### config.mk
export PLATFORM = sky130hd
export DESIGN_NAME = ssu_supply_sense_unit
export DESIGN_NICKNAME = d
export VERILOG_FILES = /design/src/ssu_pkg.sv /design/src/ssu_supply_sense_unit.sv
export SDC_FILE = /design/constraint.sdc
export NUM_CORES = 1
export LEC_CHECK = 0
export BUFFER_PORTS_ARGS = -buffer_cell sky130_fd_sc_hd__buf_2
export CAP_MARGIN = 5
export CORE_MARGIN = 3
export CORE_UTILIZATION = 39
export CTS_BUF_LIST = sky130_fd_sc_hd__clkbuf_4 sky130_fd_sc_hd__clkbuf_8
export CTS_CLUSTER_DIAMETER = 200
export DETAILED_ROUTE_END_ITERATION = 8
export GPL_TIMING_DRIVEN = 0
export PLACE_DENSITY = 0.84
export SKIP_LAST_GASP = 1
export SLEW_MARGIN = 20
export SYNTH_ARGS = -nofsm -noshare
export SYNTH_HDL_FRONTEND = slang
export SYNTH_SLANG_ARGS = --single-unit
### constraint.sdc
create_clock -name clk_sys -period 1.9 [get_ports clk_sys]
set_input_delay 0.38 -clock clk_sys [delete_from_list [all_inputs] [get_ports clk_sys]]
set_output_delay 0.38 -clock clk_sys [all_outputs]
set_load 0.02 [all_outputs]
### src/ssu_pkg.sv
// Purpose: Constants for the supply sense unit interrupt logic
// Assumes: APB, 32-bit data, one word per register
// Notes: Offsets are byte addresses
package ssu_pkg;
  localparam logic [11:0] OFF_CTRL = 12'h000;
  localparam logic [11:0] OFF_STAT = 12'h004;
  localparam logic [11:0] OFF_IEN = 12'h008;
  localparam logic [11:0] OFF_FLAG = 12'h00C;
  // Control field positions
  localparam int CTRL_HSEL = 6;
  localparam int CTRL_LSEL_LO = 4;
  localparam int CTRL_ACON = 3;
  localparam int CTRL_LSEN = 2;
  // Status, enable and flag positions
  localparam int BIT_HIGH = 1;
  localparam int BIT_LOW = 0;
  localparam logic [6:0] CTRL_RST = 7'h00;
  // Writable control bits; bits 1:0 are unused and stay zero
  localparam logic [6:0] CTRL_WMASK = 7'h7C;
  localparam logic [1:0] IEN_RST = 2'h0;
  localparam logic [1:0] FLAG_RST = 2'h0;
  typedef enum logic [1:0] {
    SSU_LOW_FIRST,
    SSU_LOW_SECOND,
    SSU_LOW_THIRD,
    SSU_LOW_FOURTH
  } ssu_low_level_t;
endpackage : ssu_pkg

### src/ssu_supply_sense_unit.sv
// Purpose: Supply warning interrupt logic with APB register access
// Assumes: Comparator outputs asynchronous; APB slave with zero wait states
// Notes:
module ssu_supply_sense_unit (
  input wire logic clk_sys,
  input wire logic srst,
  input wire logic psel,
  input wire logic penable,
  input wire logic pwrite,
  input wire logic [11:0] paddr,
  input wire logic [31:0] pwdata,
  input wire logic [3:0] pstrb,
  output logic [31:0] prdata,
  output logic pready,
  output logic pslverr,
  input wire logic cpu_run_mode,
  input wire logic low_cmp_async,
  input wire logic high_cmp_async,
  output logic [1:0] low_thresh_sel,
  output logic high_thresh_sel,
  output logic level_sense_en,
  output logic analog_channel_connect_en,
  output logic supply_warn_irq
);

  logic [6:0] ctrl_q;
  logic [1:0] ien_q;
  logic [1:0] flag_q;
  logic [1:0] flag_d;
  logic [1:0] sync1_q;
  logic [1:0] sync2_q;
  logic [1:0] stat_q;
  logic [1:0] cond_d;
  logic [1:0] change;
  logic [1:0] clr;
  logic wr_en;
  logic rd_en;
  logic addr_ok;
  logic [31:0] rdata_d;
  logic low_cond_irq_src;
  logic high_cond_irq_src;

  assign wr_en = psel && penable && pwrite;
  assign rd_en = psel && penable && !pwrite;
  assign addr_ok = (paddr == ssu_pkg::OFF_CTRL) || (paddr == ssu_pkg::OFF_STAT) ||
                   (paddr == ssu_pkg::OFF_IEN) || (paddr == ssu_pkg::OFF_FLAG);
  assign pready = 1'b1;
  assign pslverr = psel && penable && !addr_ok;

  // Control register
  always_ff @(posedge clk_sys) begin
    if (srst) begin
      ctrl_q <= ssu_pkg::CTRL_RST;
    end else if (wr_en && paddr == ssu_pkg::OFF_CTRL && pstrb[0]) begin
      ctrl_q <= pwdata[6:0] & ssu_pkg::CTRL_WMASK;
    end
  end

  assign low_thresh_sel = ctrl_q[ssu_pkg::CTRL_LSEL_LO +: 2];
  assign high_thresh_sel = ctrl_q[ssu_pkg::CTRL_HSEL];
  assign analog_channel_connect_en = ctrl_q[ssu_pkg::CTRL_ACON];
  assign level_sense_en = ctrl_q[ssu_pkg::CTRL_LSEN];

  // Interrupt enable register
  always_ff @(posedge clk_sys) begin
    if (srst) begin
      ien_q <= ssu_pkg::IEN_RST;
    end else if (wr_en && paddr == ssu_pkg::OFF_IEN && pstrb[0]) begin
      ien_q <= pwdata[1:0];
    end
  end

  always_ff @(posedge clk_sys) begin
    if (srst) begin
      sync1_q <= 2'h0;
      sync2_q <= 2'h0;
    end else begin
      sync1_q <= {high_cmp_async, low_cmp_async};
      sync2_q <= sync1_q;
    end
  end

  // force zero when sensing is off
  assign cond_d = level_sense_en ? sync2_q : 2'h0;

  always_ff @(posedge clk_sys) begin
    if (srst) begin
      stat_q <= 2'h0;
    end else begin
      stat_q <= cond_d;
    end
  end

  assign change = stat_q ^ cond_d;
  assign clr = (wr_en && paddr == ssu_pkg::OFF_FLAG && pstrb[0]) ? pwdata[1:0] : 2'h0;

  always_comb begin
    flag_d = (flag_q & ~clr) | change;
  end

  always_ff @(posedge clk_sys) begin
    if (srst) begin
      flag_q <= ssu_pkg::FLAG_RST;
    end else begin
      flag_q <= flag_d;
    end
  end

  assign low_cond_irq_src = flag_q[ssu_pkg::BIT_LOW] && ien_q[ssu_pkg::BIT_LOW];
  assign high_cond_irq_src = flag_q[ssu_pkg::BIT_HIGH] && ien_q[ssu_pkg::BIT_HIGH];

  always_ff @(posedge clk_sys) begin
    if (srst) begin
      supply_warn_irq <= 1'b0;
    end else begin
      supply_warn_irq <= cpu_run_mode && (low_cond_irq_src || high_cond_irq_src);
    end
  end

  always_comb begin
    rdata_d = 32'h0000_0000;
    unique case (paddr)
      ssu_pkg::OFF_CTRL: rdata_d[6:0] = ctrl_q;
      ssu_pkg::OFF_STAT: rdata_d[1:0] = stat_q;
      ssu_pkg::OFF_IEN: rdata_d[1:0] = ien_q;
      ssu_pkg::OFF_FLAG: rdata_d[1:0] = flag_q;
      default: rdata_d = 32'h0000_0000;
    endcase
  end

  always_ff @(posedge clk_sys) begin
    if (srst) begin
      prdata <= 32'h0000_0000;
    end else if (psel && !penable && !pwrite) begin
      prdata <= rdata_d;
    end
  end

  // Assertions
  // forced zero status
  a_force_zero: assert property (@(posedge clk_sys) disable iff (srst)
    !level_sense_en |=> stat_q == 2'h0)
    else $error("status not forced to zero");
  a_no_sense_flag: assert property (@(posedge clk_sys) disable iff (srst)
    (!level_sense_en && stat_q == 2'h0) |=> (flag_q & ~$past(flag_q)) == 2'h0)
    else $error("flag set while sensing off");
  a_sense_fwd: assert property (@(posedge clk_sys) disable iff (srst)
    (wr_en && paddr == ssu_pkg::OFF_CTRL && pstrb[0]) |=> level_sense_en == $past(pwdata[ssu_pkg::CTRL_LSEN]))
    else $error("sense enable not written");

  a_low_set: assert property (@(posedge clk_sys) disable iff (srst)
    change[0] |=> flag_q[0])
    else $error("low flag missed a change");
  a_high_set: assert property (@(posedge clk_sys) disable iff (srst)
    change[1] |=> flag_q[1])
    else $error("high flag missed a change");
  // low flag falls only on clear
  a_low_clear: assert property (@(posedge clk_sys) disable iff (srst)
    $fell(flag_q[0]) |-> $past(clr[0]))
    else $error("low flag fell without clear");
  // high flag falls only on clear
  a_high_clear: assert property (@(posedge clk_sys) disable iff (srst)
    $fell(flag_q[1]) |-> $past(clr[1]))
    else $error("high flag fell without clear");
  a_low_w0: assert property (@(posedge clk_sys) disable iff (srst)
    (!clr[0] && flag_q[0]) |=> flag_q[0])
    else $error("low flag lost without clear");
  a_high_w0: assert property (@(posedge clk_sys) disable iff (srst)
    (!clr[1] && flag_q[1]) |=> flag_q[1])
    else $error("high flag lost without clear");
  a_low_w1: assert property (@(posedge clk_sys) disable iff (srst)
    (clr[0] && !change[0]) |=> !flag_q[0])
    else $error("low flag not cleared");
  a_high_w1: assert property (@(posedge clk_sys) disable iff (srst)
    (clr[1] && !change[1]) |=> !flag_q[1])
    else $error("high flag not cleared");

  a_set_wins: assert property (@(posedge clk_sys) disable iff (srst)
    (clr[0] && change[0]) |=> flag_q[0])
    else $error("clear beat set");
  a_set_wins_high: assert property (@(posedge clk_sys) disable iff (srst)
    (clr[1] && change[1]) |=> flag_q[1])
    else $error("clear beat high set");

  a_irq_low: assert property (@(posedge clk_sys) disable iff (srst)
    (flag_q[0] && ien_q[0] && cpu_run_mode) |=> supply_warn_irq)
    else $error("low request missing");
  a_irq_high: assert property (@(posedge clk_sys) disable iff (srst)
    (flag_q[1] && ien_q[1] && cpu_run_mode) |=> supply_warn_irq)
    else $error("high request missing");
  a_irq_cause: assert property (@(posedge clk_sys) disable iff (srst)
    supply_warn_irq |-> $past(cpu_run_mode && (low_cond_irq_src || high_cond_irq_src)))
    else $error("request without masked source");
  a_irq_none: assert property (@(posedge clk_sys) disable iff (srst)
    (!low_cond_irq_src && !high_cond_irq_src) |=> !supply_warn_irq)
    else $error("request without any source");
  a_low_mask: assert property (@(posedge clk_sys) disable iff (srst)
    !ien_q[0] |-> !low_cond_irq_src)
    else $error("low source passed its mask");
  a_high_mask: assert property (@(posedge clk_sys) disable iff (srst)
    !ien_q[1] |-> !high_cond_irq_src)
    else $error("high source passed its mask");
  a_ien_hold: assert property (@(posedge clk_sys) disable iff (srst)
    !(wr_en && paddr == ssu_pkg::OFF_IEN && pstrb[0]) |=> $stable(ien_q))
    else $error("enables changed without write");

  a_irq_stop: assert property (@(posedge clk_sys) disable iff (srst)
    !cpu_run_mode |=> !supply_warn_irq)
    else $error("request outside run mode");
  a_flag_keep_mode: assert property (@(posedge clk_sys) disable iff (srst)
    ($changed(cpu_run_mode) && change == 2'h0 && clr == 2'h0) |=> flag_q == $past(flag_q))
    else $error("flags moved on mode change");

  a_low_sel_fwd: assert property (@(posedge clk_sys) disable iff (srst)
    (wr_en && paddr == ssu_pkg::OFF_CTRL && pstrb[0]) |=> low_thresh_sel == $past(pwdata[5:4]))
    else $error("low select not written");
  a_high_sel_fwd: assert property (@(posedge clk_sys) disable iff (srst)
    (wr_en && paddr == ssu_pkg::OFF_CTRL && pstrb[0]) |=> high_thresh_sel == $past(pwdata[6]))
    else $error("high select not written");
  a_connect_fwd: assert property (@(posedge clk_sys) disable iff (srst)
    (wr_en && paddr == ssu_pkg::OFF_CTRL && pstrb[0]) |=> analog_channel_connect_en == $past(pwdata[3]))
    else $error("connect bit not written");

  a_low_status: assert property (@(posedge clk_sys) disable iff (srst)
    level_sense_en |=> stat_q[0] == $past(sync2_q[0]))
    else $error("low status wrong");
  a_high_status: assert property (@(posedge clk_sys) disable iff (srst)
    level_sense_en |=> stat_q[1] == $past(sync2_q[1]))
    else $error("high status wrong");
  a_sync_stage: assert property (@(posedge clk_sys) disable iff (srst)
    1'b1 |=> sync2_q == $past(sync1_q))
    else $error("second stage out of step");
  a_sync_delay: assert property (@(posedge clk_sys) disable iff (srst)
    (level_sense_en && $past(level_sense_en, 1)) |-> ##1 stat_q == $past(sync1_q, 2))
    else $error("synchroniser latency wrong");

  a_sense_off_flag: assert property (@(posedge clk_sys) disable iff (srst)
    ($fell(level_sense_en) && stat_q[0]) |=> flag_q[0])
    else $error("disable did not set low flag");
  a_sense_off_high: assert property (@(posedge clk_sys) disable iff (srst)
    ($fell(level_sense_en) && stat_q[1]) |=> flag_q[1])
    else $error("disable did not set high flag");

  a_rd_unused: assert property (@(posedge clk_sys) disable iff (srst)
    (psel && !penable && !pwrite) |=> prdata[31:7] == 25'h0)
    else $error("unused read bits set");
  a_ctrl_unused: assert property (@(posedge clk_sys) disable iff (srst)
    ctrl_q[1:0] == 2'h0)
    else $error("unused control bits set");
  a_slverr_map: assert property (@(posedge clk_sys) disable iff (srst)
    (psel && penable && addr_ok) |-> !pslverr)
    else $error("error on mapped address");

  c_low_irq: cover property (@(posedge clk_sys) disable iff (srst) $rose(flag_q[0]) ##1 supply_warn_irq);
  c_high_irq: cover property (@(posedge clk_sys) disable iff (srst) $rose(flag_q[1]) ##1 supply_warn_irq);
  c_set_clear: cover property (@(posedge clk_sys) disable iff (srst) clr[0] && change[0]);
  c_sense_off: cover property (@(posedge clk_sys) disable iff (srst) $fell(level_sense_en) && stat_q != 2'h0);
  c_low_off: cover property (@(posedge clk_sys) disable iff (srst) $fell(level_sense_en) && stat_q[0]);

endmodule : ssu_supply_sense_unit

# Yosys cells after proc, flatten, opt, wreduce, memory -nomap -nowiden
# Cells that the tools add are included.
# word_totals
reg_bits,23
inputBits,56
out_inout_bits,40
wordCells,41
# classes
eq_ne,3
muxes,4
bitwise,4
reduce_logical,22
# op_table
operator,count
"12-bit by 4-bit == test with 1-bit output, second input constant",2
1-bit logical AND,14
"12-bit by 3-bit == test with 1-bit output, second input constant",1
12-bit zero test,1
2-bit one-hot mux with 3 select lines,1
5-bit two-way mux,1
1-bit logical OR,4
2-bit two-way mux,2
1-bit zero test,3
2-bit AND,1
2-bit NOT,1
2-bit OR,1
2-bit XOR,1

# Longest topological paths before layout
# Gate-level depths: netlist of run 1.
# depth
word_depth,8
mapped_depth,4
mapped_depth_nobuf,4

# Least setup slack after synthesis of run 1
# No wires, ideal clock.
# synth_path
path_kind,input port to flip-flop
start,input paddr[1]
end,register prdata[0]
setup_time_ps,71
t_arrival_ps,1458
t_required_ps,1829
slack_ps,371
cell_stages,4
path_buffers,0
cell_sequence,nor4_4 nand3_2 or4_1 a21oi_1
# synth_between
elab_chain_cells,2
elab_cells_between_ends,4
classes_between,3 x eq/ne; 1 x mux
# synth_rtl
element,line_no,rtl
start: declaration,ssu_supply_sense_unit.sv:10,"input wire logic [11:0] paddr,"
12-bit by 4-bit == test with 1-bit output or 12-bit by 3-bit == test with 1-bit output (tied branches),ssu_supply_sense_unit.sv:122,unique case (paddr)
2-bit one-hot mux with 3 select lines *,ssu_supply_sense_unit.sv:122,
end signal: assignment,ssu_supply_sense_unit.sv:135,prdata <= rdata_d;
end: declaration,ssu_supply_sense_unit.sv:13,"output logic [31:0] prdata,"
# Mark *: on every way between the ends. The rest lies on a longest branch, timed or not.
# A chain may end at the register's enable or synchronous reset.

# Final worst setup path of run 1
# layout_path
start,input paddr[1]
end,output pslverr
# layout_between
elab_chain_cells,6
elab_cells_between_ends,9
classes_between,3 x eq/ne; 6 x reduce/logical
# layout_rtl
element,line_no,rtl
12-bit by 3-bit == test with 1-bit output or 12-bit zero test (tied branches),ssu_supply_sense_unit.sv:45,assign addr_ok = (paddr == ssu_pkg::OFF_CTRL) || (paddr == ssu_pkg::OFF_STAT) ||
1-bit logical OR (2 in a row),ssu_supply_sense_unit.sv:45,
1-bit logical OR *,ssu_supply_sense_unit.sv:46,(paddr == ssu_pkg::OFF_IEN) || (paddr == ssu_pkg::OFF_FLAG);
1-bit zero test *,ssu_supply_sense_unit.sv:48,assign pslverr = psel && penable && !addr_ok;
1-bit logical AND *,ssu_supply_sense_unit.sv:48,
end: declaration,ssu_supply_sense_unit.sv:15,"output logic pslverr,"
# Marked as above.

==> qor.txt, run 1 <==
outcome = finished, final reports clean
final setup margin = 0.1624 ns
die width = 60.36 um
Arr. time, crit path = 1.36 ns
r2r endpoint = prdata[1]$_SDFFE_PP0P_
Worst Path Max Fanout = 4
die height = 60.36 um
count leader, synth = buf_4
Sw Share = 26.06%
Hold Startpoint = low_cmp_async
Area contributors post-synth = dfxtp_1 40%, buf_4 17%, mux2i_1 6.1%, a22oi_1 5.2%, nor2_1 5.2%
Synth cell types = 24
Power Total = 855.3 uW
fin crit period = 1.738 ns
post-CTS setup buffers = 0
Async SR Flop Fraction = 0%
YS warnings = 0
vias in the first global route = 783
Pre-antenna DRT Iters = 5
Post-synth EDFFs = 0
clock tree from TritonCTS = done
Place WS = 0.1184 ns
Syn Inst Count = 125
R2R cell count = 4
RSZ-0062 raised after global routing = no
initial core utilization = 41.43%
Final setup viols = 0
Static Leakage = 0.7807 nW
Met3 Wirelength = 286 um
total track usage = 11.05%
P_int = 632.4 uW
Placed Instance Area = 1486 sq um
Post-synth top flop = dfxtp_1
DRC Markers = 0
CP Capture Type = output port
Final ANT Viol Nets = 0
sequential share of power = 56.9%
sequential cell area = 460.4 sq um
Fmax = 575.5 MHz
first-pass GRT wire length = 3153 um
Reg2Reg Setup Slack = 0.72 ns
fin. max-slew vios = 0
vias = 968
area growth from synthesis to layout = 31.38%
number of vias per cell = 4.302
final setup skew = 0.004211 ns
worst hold endpoint = sync1_q[0]$_SDFF_PP0_
initial antenna violation count = 0
largest net degree at the start of global routing = 14
Multi-input gate area = 571.8 sq um
Syn Std Cell Area = 1152 sq um
share of cells above drive strength 1 = 39.18%
# rows = 19
top routing layer in use = met3
WL/cell = 9.587 um
final net count = 251
Post-Route WL = 2157 um
gpl congestion = 0.7290
Starting DRT DRC Count = 28
grt ovf = 0
Worst-Skew Late Latency = 0.30 ns
total CTS buffers = 3
Crit Path Class = input pin to output port
CTS Buffer Depth = 2
Clk pwr share = 25.0%
htree depth = 1
final core utilization = 54.43%
P_sw = 222.9 uW
post-cts sizing count = 0
Max-Cap Viols = 0
Final Cycle Share = 91.45%
Root Driver = clkbuf_4
Setup TNS = 0 ns
syn_area_per_cell = 9.219 sq um
hold depth = 2
diode count = 0
clock-pin slew on the worst setup and hold paths = 0.11 ns
Crit Reg-Reg Startpoint = flag_q[1]$_SDFF_PP0_
most common library cells after synthesis = 26 x buf_4, 23 x dfxtp_1, 16 x nor2_1
Die ar. = 3643 sq um
Worst Path Required = 1.52 ns
M1 WL = 864 um
IO buf count = 41
Ports = 96
fill cell count = 277
sequential area share after synthesis = 39.96%
Seq cells post-synth = 23
fin area = 1514 sq um
pwr dens = 564.9 nW/um^2
hold_buf cts = 0
Max VDD drop = 0.4017 mV
core area = 2781 sq um
post-synth top area share = 39.96%
min-delay worst type = input pin to flip-flop
clock sinks = 23
cell taking the most area after synthesis = dfxtp_1
met2 WL = 1006 um
power share of the combinational group = 18.1%
Startpoint Class = input pin
HPWL after DPL = 1791 um
final hold violations = 0
-- stage by stage --
| step | hold WS, ns | cells |
|---|---|---|
| after floorplan | 0.4138 | 149 |
| after global placement | 0.4203 | 221 |
| after detailed placement | 0.4251 | 221 |
| after CTS | 0.2745 | 225 |
| after global routing | 0.2909 | 225 |
| final | 0.2826 | 225 |
-- final cells by class --
class / instances / area share [%]
clock inverters: 1 / 0.3306
well taps: 31 / 2.562
multi-input cells: 96 / 37.77
inverters: 2 / 0.4959
flip-flops and latches: 23 / 30.41
plain buffers: 28 / 13.39
repair buffers: 41 / 13.55
clock buffers: 3 / 1.488
-- worst max-delay path by stage --
| stage | from | to | depth (start not counted) |
|---|---|---|---|
| after floorplan | paddr[1] | prdata[0]$_SDFFE_PP0P_ | 4 |
| after global placement | paddr[1] | prdata[1]$_SDFFE_PP0P_ | 5 |
| after detailed placement | paddr[1] | prdata[0]$_SDFFE_PP0P_ | 5 |
| after CTS | paddr[1] | pslverr | 5 |
| after global routing | paddr[1] | pslverr | 5 |
| final | paddr[1] | pslverr | 5 |
-- cells by family (layout without fill, tap and decap cells) --
| kind of cell | after synthesis | after routing | share of synthesized area (%) |
|---|---|---|---|
| XOR/XNOR | 2 | 2 | 1.520 |
| buffers and inverters | 30 | 75 | 18.24 |
| AO/OA/AOI/OAI | 14 | 14 | 7.818 |
| AND/OR/NAND/NOR | 45 | 45 | 23.78 |
| flip-flops | 23 | 23 | 39.96 |
| multiplexers | 9 | 9 | 8.035 |
| other | 2 | 26 | 0.6517 |
-- registers in the layout (all words and copies together), names as in the netlist --
| signal | flops |
|---|---|
| ien_q | 2 |
| sync2_q | 2 |
| stat_q | 2 |
| ctrl_q | 5 |
| sync1_q | 2 |
| prdata | 7 |
| supply_warn_irq | 1 |
| flag_q | 2 |
-- power by group through the flow --
stage	registers (mW)	clock network (mW)	logic, mW
final	0.487	0.213	0.155
after global routing	0.487	0.241	0.170
after CTS	0.487	0.224	0.154
after detailed placement	0.498	0	0.154
after global placement	0.498	0	0.152
after floorplan	0.497	0	0.110
-- per-layer routing --
layer | global-route usage, % | up-vias
li1 | - | 511
met1 | 14.06 | 412
met2 | 19.44 | 45
met3 | 2.340 | 0
met4 | 1.899 | 0
met5 | 0 | -
-- critical path, cell delays in order --
cell and delay (ns):
buf_2 0.11, nor4_4 0.36, nand3_2 0.15, and3_1 0.20
buf_2 0.15
-- placed cells by master, fill, tap and decap left out --
cell type / n
inv_1: 2
nor4_4: 2
clkinv_2: 1
and4_1: 2
and3_1: 1
nor3b_1: 2
mux2i_1: 7
buf_2: 41
o21ai_0: 2
a21oi_1: 4
a22oi_1: 8
dfxtp_1: 23
xor2_1: 2
nand3_2: 1
mux2_2: 2
clkbuf_1: 2
buf_4: 26
clkbuf_4: 3
nor4bb_1: 1
nor2_1: 16
conb_1: 26
nor2b_1: 5
or4_1: 2
nand2b_1: 4
nand4_1: 2
nor4_1: 1
nand2_1: 6
Note: power is estimated with default switching activity, not from simulation.
==> inputs of run 2 (changes only) <==
--- a/config.mk
+++ b/config.mk
@@ -13,7 +13,7 @@
 export CTS_CLUSTER_DIAMETER = 200
 export DETAILED_ROUTE_END_ITERATION = 8
 export GPL_TIMING_DRIVEN = 0
-export PLACE_DENSITY = 0.84
+export PLACE_DENSITY = 0.81
 export SKIP_LAST_GASP = 1
 export SLEW_MARGIN = 20
 export SYNTH_ARGS = -nofsm -noshare
==> constraint.sdc (replaced) <==
create_clock -name clk_sys -period 1.8 [get_ports clk_sys]
set_input_delay 0.36 -clock clk_sys [delete_from_list [all_inputs] [get_ports clk_sys]]
set_output_delay 0.36 -clock clk_sys [all_outputs]
set_load 0.02 [all_outputs]
==> run 2 against run 1 <==
Net effect:
- sequential share of layout area is 0.050 points lower
- critical path type unchanged
- sequential cell count stayed put
- worst hold slack worse by 0.022 ns
==> qor.txt, run 2 (synthesis results as in run 1) <==
outcome = finished, final reports clean
Die ar. = 3643 sq um (unchanged)
first-pass GRT wire length = 3305 um (+4.8%)
Sw Share = 25.21% (-0.85 points)
M1 WL = 829 um (-4.1%)
Root Driver = clkbuf_4
Static Leakage = 0.7814 nW (about the same)
Crit Reg-Reg Startpoint = flag_q[1]$_SDFF_PP0_
Post-Route WL = 2171 um (+0.65%)
Clk pwr share = 26.2% (+1.2 points)
Worst-Skew Late Latency = 0.30 ns (about the same)
clock tree from TritonCTS = done
Pre-antenna DRT Iters = 4 (-1)
P_int = 686.1 uW (+8.5%)
most frequent cells in the layout = 41 x buf_2, 26 x buf_4, 26 x conb_1
diode count = 0 (unchanged)
total CTS buffers = 3 (unchanged)
die width = 60.36 um (unchanged)
area growth from synthesis to layout = 31.60%
final net count = 251 (unchanged)
largest net degree at the start of global routing = 13 (-1)
CP Capture Type = output port
worst setup path end = pslverr
RSZ-0062 raised after global routing = no
Max-Cap Viols = 0 (unchanged)
Final ANT Viol Nets = 0 (unchanged)
Starting DRT DRC Count = 6 (-79%)
htree depth = 1 (unchanged)
Worst Path Required = 1.44 ns (-0.08 ns)
Reg2Reg Setup Slack = 0.59 ns (-0.13 ns)
vias = 978 (+1.0%)
placed cell count = 221 (unchanged)
Fmax = 598.3 MHz
final hold violations = 0 (unchanged)
Max VDD drop = 0.5198 mV (+29%)
max reg flops = 7 (unchanged)
clock sinks = 23 (unchanged)
initial core utilization = 41.43% (unchanged)
total track usage = 11.71% (+0.67 points)
min-delay worst type = input pin to flip-flop
commonest non-fill, non-tap cell in the layout = buf_2
final core utilization = 54.52% (+0.090 points)
DRC Markers = 0 (unchanged)
top routing layer in use = met4
vias in the first global route = 807 (+3.1%)
Ports = 96 (unchanged)
IO buf count = 41 (unchanged)
biggest regs = prdata: 7 flops, ctrl_q: 5 flops
P_sw = 231.3 uW (+3.8%)
Worst Path Max Fanout = 4 (unchanged)
hold_buf cts = 0 (unchanged)
post-CTS setup buffers = 0 (unchanged)
WL/cell = 9.649 um (+0.65%)
fin. max-slew vios = 0 (unchanged)
number of vias per cell = 4.347 (+1.0%)
power share of the combinational group = 17.8% (-0.3 points)
Final Cycle Share = 92.85%
Crit Path Class = input pin to output port
Place WS = 0.03206 ns (-0.08631 ns)
Arr. time, crit path = 1.31 ns (-0.05 ns)
origin of the worst setup path = paddr[1]
met2 WL = 1065 um (+5.9%)
final setup margin = 0.1286 ns (-0.03380 ns)
sequential share of power = 56.0% (-0.9 points)
Post-Layout Cell Count = 225 (unchanged)
die height = 60.36 um (unchanged)
Met3 Wirelength = 266 um (-7.0%)
# rows = 19 (unchanged)
clock-pin slew on the worst setup and hold paths = 0.11 ns (about the same)
initial antenna violation count = 0 (unchanged)
Largest Register = prdata
core area = 2781 sq um (unchanged)
Hold Slack = 0.2605 ns (-0.02212 ns)
R2R cell count = 4 (unchanged)
HPWL after DPL = 1904 um (+6.3%)
post-cts sizing count = 0 (unchanged)
fin crit period = 1.671 ns
Setup TNS = 0 ns (unchanged)
share of cells above drive strength 1 = 39.18% (unchanged)
pwr dens = 604.9 nW/um^2 (+7.1%)
r2r endpoint = prdata[1]$_SDFFE_PP0P_
gpl congestion = 0.7920 (+8.6%)
Final setup viols = 0 (unchanged)
final setup skew = 0.001873 ns (-0.002338 ns)
grt ovf = 0 (unchanged)
CTS Buffer Depth = 2 (unchanged)
Startpoint Class = input pin
-- run 2: cell types whose count changed in the layout (fill, tap and decap cells not counted), sizes merged --
cell | before | now
clkbuf | 5 | 6
clkinv | 1 | 0
-- run 2: cell type report --
type	count	area (sq um)
Fill cell	280	1265
Timing Repair Buffer	41	205.2
Sequential cell	23	460.4
Clock buffer	4	30.03
Multi-Input combinational cell	96	571.8
Buffer	28	202.7
Tap cell	31	38.79
Inverter	2	7.507
-- run 2: routing by layer --
layer	GRT usage (%)	vias to the layer above
met5	0	-
met4	3.797	0
met3	1.702	2
met2	20.68	45
met1	14.60	418
li1	-	513
-- run 2: how the worst min path moves through the flow --
stage / startpoint / end / depth (start not counted)
floorplan: sync1_q[0]$_SDFF_PP0_ / sync2_q[0]$_SDFF_PP0_ / 1
global placement: sync1_q[0]$_SDFF_PP0_ / sync2_q[0]$_SDFF_PP0_ / 1
detailed placement: sync1_q[0]$_SDFF_PP0_ / sync2_q[0]$_SDFF_PP0_ / 1
CTS: low_cmp_async / sync1_q[0]$_SDFF_PP0_ / 2
global route: low_cmp_async / sync1_q[0]$_SDFF_PP0_ / 2
finish: low_cmp_async / sync1_q[0]$_SDFF_PP0_ / 2
-- run 2: through the flow --
stage / total power, mW / instance area, sq um
after floorplan: 0.6412 / 1242
after global placement: 0.6859 / 1486
after detailed placement: 0.6872 / 1486
after CTS: 0.9174 / 1516
after global routing: 0.9599 / 1516
final: 0.9174 / 1516
-- run 2: power by group through the flow --
stage               sequential (mW)  clock [mW]  combinational, mW
finish                        0.514       0.240              0.163
CTS                           0.514       0.241              0.162
detailed placement            0.525           0              0.162
global placement              0.525           0              0.161
floorplan                     0.525           0              0.116
global route                  0.514       0.266              0.179
-- run 2: worst max-delay path, stage by stage --
cell and delay, ns:
buf_2 0.11, nor4_4 0.35, nand3_2 0.14, and3_1 0.20
buf_2 0.15
